File: config.mk
export PLATFORM = sky130hd
export DESIGN_NAME = queue_flag_device_flat
export DESIGN_NICKNAME = d
export VERILOG_FILES = /design/src/rtl/flag_bus_pkg.sv /design/src/rtl/flag_bus_if.sv /design/src/rtl/quad_sequencer.sv /design/src/rtl/queue_flag_device.sv /design/src/flat_wrapper.sv
export SDC_FILE = /design/constraint.sdc
export NUM_CORES = 1
export LEC_CHECK = 0
export BUFFER_PORTS_ARGS = -buffer_cell sky130_fd_sc_hd__clkbuf_2
export CAP_MARGIN = 20
export CORE_UTILIZATION = 25
export DETAILED_ROUTE_END_ITERATION = 16
export GPL_ROUTABILITY_DRIVEN = 0
export PLACE_DENSITY = 0.5
export SYNTH_ARGS = -nofsm -noshare
export SYNTH_HDL_FRONTEND = slang
export SYNTH_SLANG_ARGS = --single-unit
File: constraint.sdc
create_clock -name clk_sys -period 5.6 [get_ports clk_sys]
set_input_delay 1.68 -clock clk_sys [delete_from_list [all_inputs] [get_ports clk_sys]]
set_output_delay 1.68 -clock clk_sys [all_outputs]
set_load 0.03 [all_outputs]
File: src/rtl/flag_bus_pkg.sv
// Constants shared by both ends of the queue flag status link.
// Assumes one system clock stands in for both the read and the write clock.
package flag_bus_pkg;
    localparam int          FLAG_W        = 8;     // Flags shown per quadrant.
    localparam int          QUAD_W        = 2;     // Quadrant index width.
    localparam int          QUEUE_W       = 5;     // Queue index within one device.
    localparam int          QUEUES        = 32;    // Queues owned by one device.
    localparam int          ADDR_W        = 8;     // Queue address bus width.
    localparam int          ID_W          = 3;     // Device identity width.
    localparam int          ADDR_ID_LSB   = 5;     // Device identity field of an address.
    localparam int          ADDR_QUAD_LSB = 3;     // Quadrant field of an address.
    localparam logic [1:0]  FIRST_QUAD    = 2'h0;
    localparam logic [1:0]  LAST_QUAD     = 2'h3;
    localparam logic [1:0]  QUAD_STEP     = 2'h1;
    localparam logic [7:0]  BUS_IDLE      = 8'hFF; // Level of an undriven flag bus.
    localparam logic [7:0]  ADDR_RESET    = 8'h00;
    localparam logic [4:0]  QUEUE_RESET   = 5'h00;
    localparam logic        LINE_IDLE     = 1'b1;  // Pulled-up level of the full flag line.
endpackage

File: src/rtl/flag_bus_if.sv
// Carrier between the flag logic of the queue device and its controller.
// Resolves the shared lines from their output enables; the token ring of a
// lone device is closed here, as the board would close it.
`timescale 1ns/1ps
interface flag_bus_if;
    // Almost-empty flag bus, read side.
    logic [7:0] almost_empty_flag_bus;
    logic [7:0] emptyBusOeN;
    logic [7:0] emptyBusLine;
    logic       empty_bus_sync_pulse;
    logic       empty_chain_token_in;
    logic       empty_chain_token_out;
    logic       almost_empty_bus_strobe;
    logic [7:0] read_address_bus;
    // Almost-full flag bus, write side.
    logic [7:0] almost_full_flag_bus;
    logic [7:0] fullBusOeN;
    logic [7:0] fullBusLine;
    logic       full_bus_sync_pulse;
    logic       fullChainTokenIn;
    logic       fullChainTokenOut;
    logic       almost_full_bus_strobe;
    logic [7:0] write_address_bus;
    logic       write_queue_select_enable;
    logic       writeEnable;
    // Full flag and configuration.
    logic       full_flag_out;
    logic       fullFlagOeN;
    logic       fullFlagLine;
    logic       flag_bus_mode_select;
    logic       serial_programming_done;

    // Undriven bits float to the pulled-up idle level.
    genvar b;
    for (b = 0; b < flag_bus_pkg::FLAG_W; b++) begin : g_res
        assign emptyBusLine[b] = emptyBusOeN[b] ? flag_bus_pkg::BUS_IDLE[b]
                                                : almost_empty_flag_bus[b];
        assign fullBusLine[b]  = fullBusOeN[b] ? flag_bus_pkg::BUS_IDLE[b]
                                               : almost_full_flag_bus[b];
    end
    assign fullFlagLine = fullFlagOeN ? flag_bus_pkg::LINE_IDLE : full_flag_out;

    // Lone device: a polled chain loops back on itself, a direct one is tied low.
    assign empty_chain_token_in = flag_bus_mode_select & empty_chain_token_out;
    assign fullChainTokenIn     = flag_bus_mode_select & fullChainTokenOut;

    modport device (
        output almost_empty_flag_bus, emptyBusOeN, empty_bus_sync_pulse,
        output empty_chain_token_out, almost_full_flag_bus, fullBusOeN,
        output full_bus_sync_pulse, fullChainTokenOut, full_flag_out, fullFlagOeN,
        output serial_programming_done,
        input  empty_chain_token_in, fullChainTokenIn, almost_empty_bus_strobe,
        input  read_address_bus, almost_full_bus_strobe, write_address_bus,
        input  write_queue_select_enable, writeEnable, flag_bus_mode_select
    );
    modport controller (
        output almost_empty_bus_strobe, read_address_bus, almost_full_bus_strobe,
        output write_address_bus, write_queue_select_enable, writeEnable,
        output flag_bus_mode_select,
        input  emptyBusLine, empty_bus_sync_pulse, fullBusLine, full_bus_sync_pulse,
        input  fullFlagLine, serial_programming_done
    );
endinterface

File: src/rtl/quad_sequencer.sv
// One flag bus: polled quadrant rotation with token passing, or direct
// quadrant selection by strobe. Used once for each flag bus of the device.
// Assumes mode and master straps are already held stable by the caller.
`timescale 1ns/1ps
module quad_sequencer (
    // Clock and reset.
    input  wire logic        clk_sys,
    input  wire logic        rst_n,
    // Configuration and control.
    input  wire logic        polled,
    input  wire logic        isMaster,
    input  wire logic        start,
    input  wire logic        tokenIn,
    input  wire logic        strobe,
    input  wire logic [1:0]  addrQuad,
    input  wire logic [31:0] flags,
    // Bus side, all registered.
    output logic      [7:0]  flagBus,
    output logic      [7:0]  flagBusOeN,
    output logic             sync,
    output logic             tokenOut
);
    logic       activeReg;
    logic       activeNext;
    logic [1:0] quadReg;
    logic [1:0] quadNext;

    // Next quadrant; a token arriving in polled mode always restarts at the first quadrant.
    always_comb begin
        activeNext = activeReg;
        quadNext   = quadReg;
        if (!polled) begin
            activeNext = 1'b1;
            if (strobe) begin
                quadNext = addrQuad;
            end
        end else if (tokenIn || (start && isMaster)) begin
            activeNext = 1'b1;
            quadNext   = flag_bus_pkg::FIRST_QUAD;
        end else if (activeReg && quadReg == flag_bus_pkg::LAST_QUAD) begin
            activeNext = 1'b0; // Bus is handed on after the fourth quadrant.
            quadNext   = flag_bus_pkg::FIRST_QUAD;
        end else if (activeReg) begin
            quadNext = quadReg + flag_bus_pkg::QUAD_STEP;
        end
    end

    // Sequence state; in polled mode nobody drives the bus until a start pulse or token after reset, in direct mode it is driven at once.
    always_ff @(posedge clk_sys) begin
        if (!rst_n) begin
            activeReg <= 1'b0;
            quadReg   <= flag_bus_pkg::FIRST_QUAD;
        end else begin
            activeReg <= activeNext;
            quadReg   <= quadNext;
        end
    end

    // Outputs follow the next state so that they match the quadrant shown.
    always_ff @(posedge clk_sys) begin
        if (!rst_n) begin
            flagBus    <= flag_bus_pkg::BUS_IDLE;
            flagBusOeN <= flag_bus_pkg::BUS_IDLE;
            sync       <= 1'b0;
            tokenOut   <= 1'b0;
        end else begin
            flagBus    <= flags[int'(quadNext) * flag_bus_pkg::FLAG_W +: flag_bus_pkg::FLAG_W];
            flagBusOeN <= {flag_bus_pkg::FLAG_W{!activeNext}};
            sync       <= polled && activeNext && quadNext == flag_bus_pkg::FIRST_QUAD;
            tokenOut   <= polled && activeNext && quadNext == flag_bus_pkg::LAST_QUAD;
        end
    end
endmodule // quad_sequencer

File: src/rtl/queue_flag_device.sv
// Flag reporting end of the multi-queue device: both flag buses, the chain
// tokens, the shared full flag line and the mode strap.
// Assumes one clock stands for read and write clocks, and that queue status
// vectors arrive from the queue core synchronous to it.
// The carrier closes the rings and pulls up the shared lines.
//
// How it works
// Polled empty bus rotates quadrants, wraps after four.
// Empty sync high only during quadrant one.
// Token on empty chain input grants the bus.
// Empty token output pulses with fourth quadrant.
// First quadrant loads on edge after token.
// Board ties token input low in direct mode.
// Polled chain loops last output to first.
// Full flag follows newly selected write queue.
// Controller writes only while full flag high.
// Only owning device drives shared full line.
// Full flag driven the cycle after selection.
// Full flag changes only on write clock.
// Mode strap at reset picks polled or direct.
// Mode strap held steady after reset.
// Direct full bus quadrant chosen by strobe.
// Full strobe held low in polled mode.
// No full strobe before programming done.
// Direct empty bus quadrant chosen by strobe.
// Polled full bus rotates, sync on quadrant one.
// Reset restarts sequence; master holds token first.
`timescale 1ns/1ps
module queue_flag_device (
    // Clock and reset.
    input  wire logic        clk_sys,
    input  wire logic        rst_n,
    // Link to the controller.
    flag_bus_if.device       link,
    // Status from the queue core.
    input  wire logic [31:0] almostEmptyFlags,
    input  wire logic [31:0] almostFullFlags,
    input  wire logic [31:0] queueFull,
    // Straps and programming state.
    input  wire logic [2:0]  deviceId,
    input  wire logic        masterStrap,
    input  wire logic        programmingDone,
    // Status towards the queue core.
    output logic             flagsPolled,
    output logic      [4:0]  writeQueue,
    output logic             writeQueueOwned
);
    logic       polledReg;
    logic       masterReg;
    logic [2:0] idReg;
    logic       startReg;
    logic       startedReg;

    logic [4:0] queueNext;
    logic       ownNext;
    logic       fullFlagReg;
    logic       fullFlagOeNReg;
    logic       doneReg;

    logic       afStrobe;
    logic       aeStrobe;

    // Straps are caught while reset is held and then frozen, so a strap that
    // wanders later cannot flip the bus mode under a running chain.
    // The mode pin is the controller's own register,
    // so it is settled long before reset ends.
    always_ff @(posedge clk_sys) begin
        if (!rst_n) begin
            polledReg <= link.flag_bus_mode_select;
        end
    end

    // Master and identity straps, caught the same way.
    always_ff @(posedge clk_sys) begin
        if (!rst_n) begin
            masterReg <= masterStrap;
            idReg     <= deviceId;
        end
    end

    // One pulse after reset release starts the master's polled rotation.
    // Slaves ignore it and wait for a token.
    // A lone polled ring would never start without it.
    always_ff @(posedge clk_sys) begin
        if (!rst_n) begin
            startReg   <= 1'b0;
            startedReg <= 1'b0;
        end else begin
            startReg   <= !startedReg;
            startedReg <= 1'b1;
        end
    end

    // Strobes count only in direct mode; polled sequencing ignores them.
    // This also guards against a strobe left high by the board.
    assign afStrobe = !polledReg && link.almost_full_bus_strobe;
    assign aeStrobe = !polledReg && link.almost_empty_bus_strobe;

    // Almost-empty flag bus, read side.
    // Polled: the token decides when this device owns the bus.
    // Direct: always driven, and the strobe picks the quadrant.
    quad_sequencer u_empty_seq (
        .clk_sys    (clk_sys),
        .rst_n      (rst_n),
        .polled     (polledReg),
        .isMaster   (masterReg),
        .start      (startReg),
        .tokenIn    (link.empty_chain_token_in),
        .strobe     (aeStrobe),
        .addrQuad   (link.read_address_bus[flag_bus_pkg::ADDR_QUAD_LSB +: flag_bus_pkg::QUAD_W]),
        .flags      (almostEmptyFlags),
        .flagBus    (link.almost_empty_flag_bus),
        .flagBusOeN (link.emptyBusOeN),
        .sync       (link.empty_bus_sync_pulse),
        .tokenOut   (link.empty_chain_token_out)
    );

    // Almost-full flag bus, write side.
    // Same engine, with its own ring and sync pulse.
    quad_sequencer u_full_seq (
        .clk_sys    (clk_sys),
        .rst_n      (rst_n),
        .polled     (polledReg),
        .isMaster   (masterReg),
        .start      (startReg),
        .tokenIn    (link.fullChainTokenIn),
        .strobe     (afStrobe),
        .addrQuad   (link.write_address_bus[flag_bus_pkg::ADDR_QUAD_LSB +: flag_bus_pkg::QUAD_W]),
        .flags      (almostFullFlags),
        .flagBus    (link.almost_full_flag_bus),
        .flagBusOeN (link.fullBusOeN),
        .sync       (link.full_bus_sync_pulse),
        .tokenOut   (link.fullChainTokenOut)
    );

    // Selected write queue: a new selection takes effect on its own edge, so
    // the flag below shows the new queue in the very next cycle.
    // Ownership compares the identity field with the caught strap.
    // The index is kept even when another device owns the queue.
    always_comb begin
        queueNext = writeQueue;
        ownNext   = writeQueueOwned;
        if (link.write_queue_select_enable) begin
            queueNext = link.write_address_bus[flag_bus_pkg::QUEUE_W-1:0];
            ownNext   = link.write_address_bus[flag_bus_pkg::ADDR_ID_LSB +: flag_bus_pkg::ID_W]
                        == idReg;
        end
    end

    // Selected queue index, also reported to the queue core.
    always_ff @(posedge clk_sys) begin
        if (!rst_n) begin
            writeQueue <= flag_bus_pkg::QUEUE_RESET;
        end else begin
            writeQueue <= queueNext;
        end
    end

    // Ownership; reset leaves no queue owned, so every line starts released.
    always_ff @(posedge clk_sys) begin
        if (!rst_n) begin
            writeQueueOwned <= 1'b0;
        end else begin
            writeQueueOwned <= ownNext;
        end
    end

    // Full flag: high means room, updated only on the clock edge.
    // A non-owner's register still moves, but its pin stays released.
    always_ff @(posedge clk_sys) begin
        if (!rst_n) begin
            fullFlagReg <= flag_bus_pkg::LINE_IDLE;
        end else begin
            fullFlagReg <= !queueFull[queueNext];
        end
    end

    // Drive enable: every device switches on the same edge, so owners never overlap.
    always_ff @(posedge clk_sys) begin
        if (!rst_n) begin
            fullFlagOeNReg <= 1'b1;
        end else begin
            fullFlagOeNReg <= !ownNext;
        end
    end
    assign link.full_flag_out = fullFlagReg;
    assign link.fullFlagOeN   = fullFlagOeNReg;

    // Programming-done output is active low: low once programming finished.
    // It stays high through reset, so strobes wait until it falls.
    always_ff @(posedge clk_sys) begin
        if (!rst_n) begin
            doneReg <= 1'b1;
        end else begin
            doneReg <= !programmingDone;
        end
    end
    assign link.serial_programming_done = doneReg;

    // Mode reported to the core; low through reset, then a copy of the caught strap.
    // It can change only in a reset and on the first edge after one.
    always_ff @(posedge clk_sys) begin
        if (!rst_n) begin
            flagsPolled <= 1'b0;
        end else begin
            flagsPolled <= polledReg;
        end
    end
endmodule // queue_flag_device

File: src/flat_wrapper.sv
// flat-port wrapper written by rule: the top's interface ports become plain ports
module queue_flag_device_flat 
  (clk_sys, rst_n, almostEmptyFlags, almostFullFlags, queueFull, deviceId, masterStrap, programmingDone, flagsPolled, writeQueue, writeQueueOwned, link_almost_empty_flag_bus, link_emptyBusOeN, link_empty_bus_sync_pulse, link_empty_chain_token_out, link_almost_full_flag_bus, link_fullBusOeN, link_full_bus_sync_pulse, link_fullChainTokenOut, link_full_flag_out, link_fullFlagOeN, link_serial_programming_done, link_almost_empty_bus_strobe, link_read_address_bus, link_almost_full_bus_strobe, link_write_address_bus, link_write_queue_select_enable, link_writeEnable, link_flag_bus_mode_select);
  flag_bus_if link_i ();
  input  wire logic clk_sys;
  input  wire logic rst_n;
  input  wire logic [31:0] almostEmptyFlags;
  input  wire logic [31:0] almostFullFlags;
  input  wire logic [31:0] queueFull;
  input  wire logic [2:0] deviceId;
  input  wire logic masterStrap;
  input  wire logic programmingDone;
  output logic flagsPolled;
  output logic      [4:0] writeQueue;
  output logic writeQueueOwned;
  output wire logic [$bits(link_i.almost_empty_flag_bus)-1:0] link_almost_empty_flag_bus;
  output wire logic [$bits(link_i.emptyBusOeN)-1:0] link_emptyBusOeN;
  output wire logic [$bits(link_i.empty_bus_sync_pulse)-1:0] link_empty_bus_sync_pulse;
  output wire logic [$bits(link_i.empty_chain_token_out)-1:0] link_empty_chain_token_out;
  output wire logic [$bits(link_i.almost_full_flag_bus)-1:0] link_almost_full_flag_bus;
  output wire logic [$bits(link_i.fullBusOeN)-1:0] link_fullBusOeN;
  output wire logic [$bits(link_i.full_bus_sync_pulse)-1:0] link_full_bus_sync_pulse;
  output wire logic [$bits(link_i.fullChainTokenOut)-1:0] link_fullChainTokenOut;
  output wire logic [$bits(link_i.full_flag_out)-1:0] link_full_flag_out;
  output wire logic [$bits(link_i.fullFlagOeN)-1:0] link_fullFlagOeN;
  output wire logic [$bits(link_i.serial_programming_done)-1:0] link_serial_programming_done;
  input wire logic [$bits(link_i.almost_empty_bus_strobe)-1:0] link_almost_empty_bus_strobe;
  input wire logic [$bits(link_i.read_address_bus)-1:0] link_read_address_bus;
  input wire logic [$bits(link_i.almost_full_bus_strobe)-1:0] link_almost_full_bus_strobe;
  input wire logic [$bits(link_i.write_address_bus)-1:0] link_write_address_bus;
  input wire logic [$bits(link_i.write_queue_select_enable)-1:0] link_write_queue_select_enable;
  input wire logic [$bits(link_i.writeEnable)-1:0] link_writeEnable;
  input wire logic [$bits(link_i.flag_bus_mode_select)-1:0] link_flag_bus_mode_select;
  assign link_almost_empty_flag_bus = {>>{link_i.almost_empty_flag_bus}};
  assign link_emptyBusOeN = {>>{link_i.emptyBusOeN}};
  assign link_empty_bus_sync_pulse = link_i.empty_bus_sync_pulse;
  assign link_empty_chain_token_out = link_i.empty_chain_token_out;
  assign link_almost_full_flag_bus = {>>{link_i.almost_full_flag_bus}};
  assign link_fullBusOeN = {>>{link_i.fullBusOeN}};
  assign link_full_bus_sync_pulse = link_i.full_bus_sync_pulse;
  assign link_fullChainTokenOut = link_i.fullChainTokenOut;
  assign link_full_flag_out = link_i.full_flag_out;
  assign link_fullFlagOeN = link_i.fullFlagOeN;
  assign link_serial_programming_done = link_i.serial_programming_done;
  assign link_i.almost_empty_bus_strobe = link_almost_empty_bus_strobe;
  assign link_i.read_address_bus = link_read_address_bus;
  assign link_i.almost_full_bus_strobe = link_almost_full_bus_strobe;
  assign link_i.write_address_bus = link_write_address_bus;
  assign link_i.write_queue_select_enable = link_write_queue_select_enable;
  assign link_i.writeEnable = link_writeEnable;
  assign link_i.flag_bus_mode_select = link_flag_bus_mode_select;
  queue_flag_device u_core (.clk_sys(clk_sys), .rst_n(rst_n), .link(link_i), .almostEmptyFlags(almostEmptyFlags), .almostFullFlags(almostFullFlags), .queueFull(queueFull), .deviceId(deviceId), .masterStrap(masterStrap), .programmingDone(programmingDone), .flagsPolled(flagsPolled), .writeQueue(writeQueue), .writeQueueOwned(writeQueueOwned));
endmodule
==> flow_summary.yaml, run 1 <==
job:
  maxCapViolations: 0
layout:
  post_layout_nonfiller_instances: 520
  nNetsFinal: 516
  syn_to_final_growth_pct: 37.6
  final_layout_size_suffix_gt1_frac: 0.460
  post-route-cell-area_sq_um: 3290
  insertedDiodeCount: 0
  layout.filler_cells: 973
power_and_ir_drop:
  p_per_area_nw_per_um2: 263
  ir_drop_mv: 0.0903
  p_leak_uw: 0.00167
die:
  fp-row-count: 35
  die_area_sq_um: 9960
  pin_count: 170
  initial_util: 0.259
  die_width_microns: 99.8
  die_height_microns: 99.8
  core_area_sq_um: 9240
worst_hold_path:
  worstHoldPathType: "flop to flop"
  min_path_cells: 1
  hold_path_end: "u_core.startReg"
  hold_start: "u_core.startedReg"
sta:
  timing.slew.headroom: 0.327
  tightest_slew_ns: 1.01
  final_period_utilization: 0.604
  setup_viol: 0
  period_minus_slack_ns: 3.38
  final_setup_skew_ns: 0.00582
  final.hold.worst_slack_ns: 0.381
  final-max-slew-violation-count: 0
  fmax_mhz: 296
  grt_setup_unrepaired: "false"
  fin_tns_setup_ns: 0
  timing_hold_violations_final: 0
setup_path:
  critical_path.startpoint: "link_write_queue_select_enable"
  arrival_ns: 3.61
  worstRegToRegCells: 5
  end_of_the_worst_register_to_register_path: "u_core.u_empty_seq.tokenOut"
  r2r-start: "u_core.masterReg"
  critical_path.max_fanout: 14
  timing.critical_path.from_type: "primary input"
  cp_data_required_time_ns: 5.83
  worst-setup-path-type: "primary input to flop"
  worst-r2r-setup-slack_ns: 3.30
  cp-end-kind: "flop"
detailed_routing:
  finalWirelength_microns: 6520
  drc: 0
  overall_via_count_from_detail_route: 2309
  detail_route.first_pass.iterations: 4
  dr.first_iter.drc_count: 58
  vias_per_cell: 4.44
  avg_wl_per_cell_microns: 12.5
  drtAntennaViolNets: 0
logic_synthesis:
  synth_top_flop_cell: "dfxtp_1"
  synth-edff-count: 5
  ys_seq_area_frac: 0.397
  yosys-top-cells-area: "dfxtp_1 (33%), mux2i_1 (12%), edfxtp_1 (6.3%)"
  syn-num-nets: 373
  yosys.area.top_type: "dfxtp_1"
  ys_async_sr_fraction: 0
  yosys_warnings: 0
  syn-cell-area_sq_um: 2390
  synth-seq-cells: 45
  synthCells: 247
  synth_most_common_cell: "dfxtp_1"
  synth_cell_type_count: 48
  synth.top_cell.area_share: 0.335
  synth.avg_cell_area_sq_um: 9.69
  synthTopCellsByCount: "dfxtp_1 (40), mux2i_1 (29), and3_1 (19)"
global_routing:
  grt_pass1_wl_microns: 10100
  number_of_antenna_violations_at_the_first_check_in_global_routing: 0
  first_global_vias: 2147
  grt_start_max_net_pins: 20
  groute.usage.overall: 0.128
  grt_overflow_total: 0
placement:
  portBuffers: 162
  placedCellCount: 512
  dp.final_hpwl_microns: 5190
  instance_area_after_placement_sq_um: 3200
clock_network:
  cts_repair_resize_count: 0
  path_clk_slew_ns: 0.10
  clock_tree.htree_level_count: 2
  tritoncts: "done"
  cts_setup_buffers: 0
  cts_made_buffers: 5
  max-clock-path-buffers: 2
  cts_hold_buf: 0
  cts_root_buffer: "clkbuf_8"
  clkLatencyLatePin_ns: 0.30
  sinks_on_the_clock_net: 45
outcome:
  run_status: "complete, no violations"
==> logic make-up (layout without fill, tap and decap cells) <==
logic type,Yosys count,in the layout,share of synthesized area
AND/OR/NAND/NOR,64,64,0.150
XOR/XNOR,5,5,0.0183
adder cells (fa/ha/maj),2,2,0.0105
AO/OA/AOI/OAI,59,59,0.170
flip-flops,45,45,0.397
multiplexers,35,35,0.168
buffers and inverters,37,181,0.0852
==> registers in the layout (all words and copies together) (netlist names), 2 cells and up <==
| register | count |
|---|---|
| u_core.u_full_seq.flagBus | 8 |
| u_core.idReg | 3 |
| u_core.u_empty_seq.quadReg | 2 |
| u_core.u_full_seq.quadReg | 2 |
| u_core.u_empty_seq.flagBus | 8 |
| u_core.writeQueue | 5 |
==> metal layers <==
layer / track usage / vias to the layer above / part of all wire
li1: - / 1179 / -
met1: 0.145 / 1024 / 0.43
met2: 0.234 / 100 / 0.48
met3: 0.0341 / 6 / 0.074
met4: 0.0373 / 0 / 0.012
met5: 0 / - / 0
==> through the flow <==
stage / util / setup WS [ns] / total power, uW
5_1_grt: 0.356 / 2.05 / 919
6_report: 0.356 / 2.22 / 866
3_3_place_gp: 0.347 / 1.91 / 664
2_1_floorplan: - / 2.60 / 581
3_5_place_dp: 0.347 / 1.88 / 665
4_1_cts: 0.356 / 2.20 / 882
==> layout by cell type, fill, tap and decap left out, types with 2 or more instances in the layout <==
cell type,synthesis,final
xor2_1,2,2
edfxtp_1,5,5
and3_1,19,19
inv_1,9,9
nor2b_1,4,4
xnor2_1,3,3
mux2i_1,29,29
nand2_1,14,14
o21ai_0,6,6
mux2_2,2,2
and2_1,2,2
o21ai_1,9,9
inv_2,2,2
ha_1,2,2
a22oi_1,10,10
o22ai_1,2,2
nand2b_1,5,5
or2_1,2,2
a21oi_1,3,3
a211oi_1,17,17
clkbuf_8,0,5
dfxtp_1,40,40
mux4_2,3,3
nor2_1,6,6
clkbuf_2,0,162
and3b_1,3,3
nand3_1,4,4
==> where the power goes <==
part	total, uW	internal, uW	switching, uW	leakage [uW]
clock network	212	88.9	123	0.0000445
logic	280	114	167	0.00124
registers	374	357	16.5	0.000381
==> final cells by class <==
cell class / count / area, sq um / share of cell area
clock buffer: 5 / 68.8 / 0.0209
clock inverter: 3 / 21.3 / 0.00646
inverter: 11 / 41.3 / 0.0125
multi-input combinational: 165 / 1240 / 0.376
sequential: 45 / 951 / 0.289
tap: 129 / 161 / 0.0490
timing repair buffer: 162 / 811 / 0.246
==> critical path, stage by stage <==
cell      delay, ns
clkbuf_2       0.30
mux2i_4        0.67
mux4_2         0.61
nand2_1        0.08
nand4b_1       0.11
a32oi_1        0.16
==> worst max path at each step <==
stage | end | cells past startpoint
2_1_floorplan | u_core.link.full_flag_out | 4
3_3_place_gp | u_core.link.full_flag_out | 6
3_5_place_dp | u_core.link.full_flag_out | 6
4_1_cts | u_core.link.full_flag_out | 6
5_1_grt | u_core.u_empty_seq.tokenOut | 6
6_report | u_core.link.full_flag_out | 6
No activity file was read; power rests on OpenSTA's default activity.
==> run 2, diff against run 1 <==
==> constraint.sdc (replaced) <==
create_clock -name clk_sys -period 3.5 [get_ports clk_sys]
set_input_delay 1.05 -clock clk_sys [delete_from_list [all_inputs] [get_ports clk_sys]]
set_output_delay 1.05 -clock clk_sys [all_outputs]
set_load 0.03 [all_outputs]
==> run 2 against run 1 <==
Compared with the run above:
- register-to-register slack got worse by 1.8 ns
- non-clock buffer count grew 5
- critical endpoint unchanged
- critical path depth grew 1
- utilization up 0.47 points
- sequential cell count did not move
- wire length decreased by 0.60%
- via count is 2.2% higher
==> flow_summary.yaml, run 2 (synthesized netlist as in run 1, its figures left out) <==
setup_path:
  end_of_the_worst_register_to_register_path: "u_core.u_full_seq.flagBus[1]"
  r2r-start: "u_core.polledReg"
  worst-r2r-setup-slack_ns: 1.52
  critical_path.max_fanout: 14
  worst-setup-path-type: "primary input to flop"
  timing.critical_path.from_type: "primary input"
  critical_path.startpoint: "link_write_queue_select_enable"
  worstRegToRegCells: 3
  cp-end-kind: "flop"
  cp_data_required_time_ns: 3.68
  arrival_ns: 2.71
detailed_routing:
  highest_signal_layer: "met4"
  drc: 0
  dr.first_iter.drc_count: 39
  detail_route.first_pass.iterations: 4
  route.layer.met1.wl_microns: 2740
  finalWirelength_microns: 6490
  drtAntennaViolNets: 0
  overall_via_count_from_detail_route: 2360
  avg_wl_per_cell_microns: 12.4
  met3_wirelength_from_detailed_routing_microns: 524
  vias_per_cell: 4.50
  met2RoutedLength_microns: 3170
sta:
  setup_viol: 0
  fmax_mhz: 395
  period_minus_slack_ns: 2.53
  final_setup_skew_ns: 0.00342
  timing_hold_violations_final: 0
  timing.slew.headroom: 0.328
  timing.final.ws_setup_ns: 0.968
  tightest_slew_ns: 1.01
  fin_tns_setup_ns: 0
  final-max-slew-violation-count: 0
  final_period_utilization: 0.723
  grt_setup_unrepaired: "false"
layout:
  utilization: 0.361
  syn_to_final_growth_pct: 39.4
  final_layout_size_suffix_gt1_frac: 0.467
  nNetsFinal: 521
  layout.cells.most_common_list: "clkbuf_2 (162), dfxtp_1 (40), mux2i_1 (29), and3_1 (19), a211oi_1 (17)"
  insertedDiodeCount: 0
  post-route-cell-area_sq_um: 3340
  reg_top3: "u_core.u_empty_seq.flagBus (8), u_core.u_full_seq.flagBus (8), u_core.writeQueue (5)"
  most_common_cell_after_layout_fill_and_taps_aside: "clkbuf_2"
global_routing:
  number_of_antenna_violations_at_the_first_check_in_global_routing: 0
  first_global_vias: 2151
  grt_overflow_total: 0
  grt_start_max_net_pins: 18
  grt_pass1_wl_microns: 9990
  groute.usage.overall: 0.125
clock_network:
  cts_hold_buf: 0
  cts_root_buffer: "clkbuf_8"
  sinks_on_the_clock_net: 45
  max-clock-path-buffers: 2
  tritoncts: "done"
  cts_repair_resize_count: 0
  clock_tree.htree_level_count: 2
  cts_setup_buffers: 0
  path_clk_slew_ns: 0.09
  cts_made_buffers: 5
  clkLatencyLatePin_ns: 0.29
die:
  pin_count: 170
  die_area_sq_um: 9960
  fp-row-count: 35
  core_area_sq_um: 9240
  die_height_microns: 99.8
  initial_util: 0.259
  die_width_microns: 99.8
placement:
  placement.setup.worst_slack_ns: 0.628
  portBuffers: 162
  dp.final_hpwl_microns: 5260
  instance_area_after_placement_sq_um: 3240
worst_hold_path:
  worstHoldPathType: "flop to flop"
  min_path_cells: 1
  hold_path_end: "u_core.startReg"
  hold_start: "u_core.startedReg"
outcome:
  run_status: "complete, no violations"
power_and_ir_drop:
  ir_drop_mv: 0.178
  p_per_area_nw_per_um2: 419
  p_leak_uw: 0.00170
job:
  maxCapViolations: 0
run 2: cell count changes in the layout (fill, tap and decap cells not counted):
cell,delta
clkbuf_8,+1
clkinvlp_4,-1
buf_4,+5
inv_6,-1
clkinv_4,+1
run 2: cell type report:
type	count	area, sq um
Fill cell	982	5900
Multi-Input combinational cell	165	1240
Sequential cell	45	951
Timing Repair Buffer	167	848
Tap cell	129	161
Clock buffer	6	82.6
Inverter	11	41.3
Clock inverter	2	13.8
run 2: where the power goes:
part           internal, uW  switching, uW
sequential              571           26.9
clock                   160            183
combinational           188            267
run 2: worst max-delay path by stage:
stage          cells past startpoint  slack, ns                        end
2_1_floorplan                      4       1.13  u_core.link.full_flag_out
3_3_place_gp                       7       0.66  u_core.link.full_flag_out
3_5_place_dp                       7       0.63  u_core.link.full_flag_out
4_1_cts                            7       0.97  u_core.link.full_flag_out
5_1_grt                            7       0.86  u_core.link.full_flag_out
6_report                           7       0.97  u_core.link.full_flag_out
run 2: critical path, cell delays in order:
cell and delay, ns:
clkbuf_2 0.29, mux2i_4 0.45, buf_4 0.26, mux2i_1 0.09, mux2_2 0.28, o2111ai_1 0.18
a32oi_1 0.12
run 2: metal layers:
layer	vias up	track usage
li1	1195	-
met1	1062	0.148
met2	99	0.223
met3	4	0.0334
met4	0	0.0339
met5	-	0
run 2: metrics by stage:
stage                     hold slack [ns]  power [uW]  instances
after CTS                           0.392        1430        525
after global placement              0.371        1070        517
final                               0.390        1400        525
after detailed placement            0.374        1070        517
after floorplan                     0.368         930        247
after global routing                0.393        1490        525
==> run 3, diff against run 2 <==
--- a/config.mk
+++ b/config.mk
@@ -5,12 +5,13 @@
 export SDC_FILE = /design/constraint.sdc
 export NUM_CORES = 1
 export LEC_CHECK = 0
+export ABC_AREA = 1
 export BUFFER_PORTS_ARGS = -buffer_cell sky130_fd_sc_hd__clkbuf_2
 export CAP_MARGIN = 20
 export CORE_UTILIZATION = 25
 export DETAILED_ROUTE_END_ITERATION = 16
 export GPL_ROUTABILITY_DRIVEN = 0
-export PLACE_DENSITY = 0.5
+export PLACE_DENSITY = 0.52
 export SYNTH_ARGS = -nofsm -noshare
 export SYNTH_HDL_FRONTEND = slang
 export SYNTH_SLANG_ARGS = --single-unit
==> constraint.sdc (replaced) <==
create_clock -name clk_sys -period 2.1 [get_ports clk_sys]
set_input_delay 0.63 -clock clk_sys [delete_from_list [all_inputs] [get_ports clk_sys]]
set_output_delay 0.63 -clock clk_sys [all_outputs]
set_load 0.03 [all_outputs]
==> run 3 against run 2 <==
Compared with the run above:
- die area rose by 4.8%
- area after synthesis up 4.9%
- clock power rose by 61%
- total power up 69%
- design area is 3.3% higher
- non-clock buffer count is the same
- first-iteration DRC count rose to 2.8 times the previous value
==> flow_summary.yaml, run 3 <==
sta:
  timing_hold_violations_final: 0
  timing.slew.headroom: 0.734
  final_period_utilization: 0.821
  timing.final.ws_setup_ns: 0.376
  period_minus_slack_ns: 1.72
  setup_viol: 0
  final_setup_skew_ns: 0.00937
  grt_setup_unrepaired: "false"
  fin_tns_setup_ns: 0
  fmax_mhz: 580
  final-max-slew-violation-count: 0
  tightest_slew_ns: 0.396
setup_path:
  cp-end-kind: "flop"
  critical_path.startpoint: "u_core.polledReg"
  cp_data_required_time_ns: 2.30
  timing.critical_path.from_type: "flop"
  r2r-start: "u_core.polledReg"
  worst-setup-path-type: "flop to flop"
  arrival_ns: 1.93
  critical_path.max_fanout: 8
detailed_routing:
  overall_via_count_from_detail_route: 2760
  dr.first_iter.drc_count: 108
  drtAntennaViolNets: 0
  avg_wl_per_cell_microns: 10.6
  finalWirelength_microns: 6950
  vias_per_cell: 4.21
  detail_route.first_pass.iterations: 5
  drc: 0
die:
  fp-row-count: 36
  die_height_microns: 102
  pin_count: 170
  die_width_microns: 102
  core_area_sq_um: 9730
  initial_util: 0.258
  die_area_sq_um: 10400
logic_synthesis:
  ys_async_sr_fraction: 0
  synthCells: 369
  syn-cell-area_sq_um: 2510
  synth-edff-count: 5
  main_combinational_cell_family_by_area_after_synthesis: "simple AND/OR/NAND/NOR gates"
  synth_simple_gate_area_frac: 0.414
  yosys_warnings: 0
  synth.mux.area_fraction: 0
  yosys.area.top_type: "dfxtp_1"
  ys_seq_area_frac: 0.379
  syn-num-nets: 495
  synth_cell_type_count: 30
  synth-seq-cells: 45
  synth.top_cell.area_share: 0.319
  synthTopCellsByCount: "nand2_1 (133), nand3_1 (72), inv_1 (41)"
  yosys-top-cells-area: "dfxtp_1 (32%), nand2_1 (20%), nand3_1 (14%)"
  adder_and_majority_gate_portion_of_the_synthesized_area: 0.00997
  synth_top_flop_cell: "dfxtp_1"
  synth_most_common_cell: "nand2_1"
  synth-compound-area-share: 0.0469
  synth-xor-area-share: 0.0140
  synth.avg_cell_area_sq_um: 6.80
clock_network:
  path_clk_slew_ns: 0.09
  clock_tree.htree_level_count: 2
  cts_hold_buf: 0
  sinks_on_the_clock_net: 45
  cts_root_buffer: "clkbuf_8"
  cts_made_buffers: 5
  cts_repair_resize_count: 0
  clkLatencyLatePin_ns: 0.30
  cts_setup_buffers: 0
  max-clock-path-buffers: 2
  tritoncts: "done"
layout:
  nNetsFinal: 648
  insertedDiodeCount: 0
  final_layout_size_suffix_gt1_frac: 0.375
  post_layout_nonfiller_instances: 656
  reg_top3: "u_core.u_empty_seq.flagBus (8), u_core.u_full_seq.flagBus (8), u_core.writeQueue (5)"
  most_common_cell_after_layout_fill_and_taps_aside: "clkbuf_2"
  layout.cells.most_common_list: "clkbuf_2 (162), nand2_1 (133), nand3_1 (72), inv_1 (41), dfxtp_1 (40)"
  syn_to_final_growth_pct: 37.3
  post-route-cell-area_sq_um: 3450
global_routing:
  grt_start_max_net_pins: 19
  grt_pass1_wl_microns: 10700
  top_usage_layer: "met2"
  gr-usage-met3: 0.0335
  grt_overflow_total: 0
  number_of_antenna_violations_at_the_first_check_in_global_routing: 0
  grt_use_met2: 0.225
  met1_usage_grt: 0.163
  groute.usage.overall: 0.132
  first_global_vias: 2351
power_and_ir_drop:
  p_leak_uw: 0.00189
  ir_drop_mv: 0.268
  total_power_uw: 2370
  p_per_area_nw_per_um2: 686
job:
  maxCapViolations: 0
outcome:
  run_status: "complete, no violations"
placement:
  placement.setup.worst_slack_ns: 0.189
  instance_area_after_placement_sq_um: 3360
  portBuffers: 162
  dp.final_hpwl_microns: 5700
  placedCellCount: 648
worst_hold_path:
  worstHoldPathType: "flop to flop"
  hold_start: "u_core.startedReg"
## run 3: cell count changes after synthesis, moves of 7 or more
| cell | delta |
|---|---|
| a211oi_1 | -17 |
| a22oi_1 | -10 |
| and3_1 | -19 |
| clkbuf_1 | -7 |
| inv_1 | +32 |
| mux2i_1 | -29 |
| nand2_1 | +119 |
| nand3_1 | +68 |
| o21ai_1 | -8 |
## run 3: cell type report
type / count / area (sq um)
Clock inverter: 3 / 22.5
Timing Repair Buffer: 167 / 848
Clock buffer: 5 / 68.8
Sequential cell: 45 / 951
Inverter: 45 / 174
Tap cell: 133 / 166
Multi-Input combinational cell: 258 / 1220
Fill cell: 1091 / 6280
## run 3: metrics by stage
step / hold slack [ns] / utilization
3_3_place_gp: 0.370 / 0.345
4_1_cts: 0.388 / 0.354
2_1_floorplan: 0.368 / -
6_report: 0.387 / 0.354
5_1_grt: 0.400 / 0.354
3_5_place_dp: 0.373 / 0.345
## run 3: worst paths after layout
kind | endpoint | cells after the start | slack (ns)
setup / recovery | u_core.u_empty_seq.flagBus[1] | 7 | 0.38
hold / removal | u_core.startReg | 1 | 0.39
setup reg to reg | u_core.u_empty_seq.flagBus[1] | 7 | 0.38
hold reg to reg | u_core.startReg | 1 | 0.39
## run 3: cell families after synthesis
logic type      after synthesis
xor+xnor                      4
simple gates                234
buf+inv                      66
flops                        45
fa+ha+maj                     2
compound gates               18
## run 3: power breakdown
group          switching (uW)  internal [uW]  leakage, uW  total, uW
sequential               40.4            959     0.000381        999
clock                     316            236    0.0000481        553
combinational             537            276      0.00146        813
total                     894           1470      0.00189       2370
## run 3: worst max-delay path: stages (launching register included)
cell	delay [ns]
edfxtp_1	0.53
inv_2	0.14
nor2_1	0.07
nand2_1	0.16
nand2_1	0.10
nor2_2	0.33
nand3_1	0.12
and2_1	0.17
## run 3: routing by layer
metal | part of all wire | vias up | routed length [microns]
met5 | 0 | - | 0
met4 | 0.012 | 0 | 80
met3 | 0.068 | 7 | 475
met2 | 0.47 | 90 | 3290
met1 | 0.45 | 1204 | 3100
li1 | - | 1459 | -
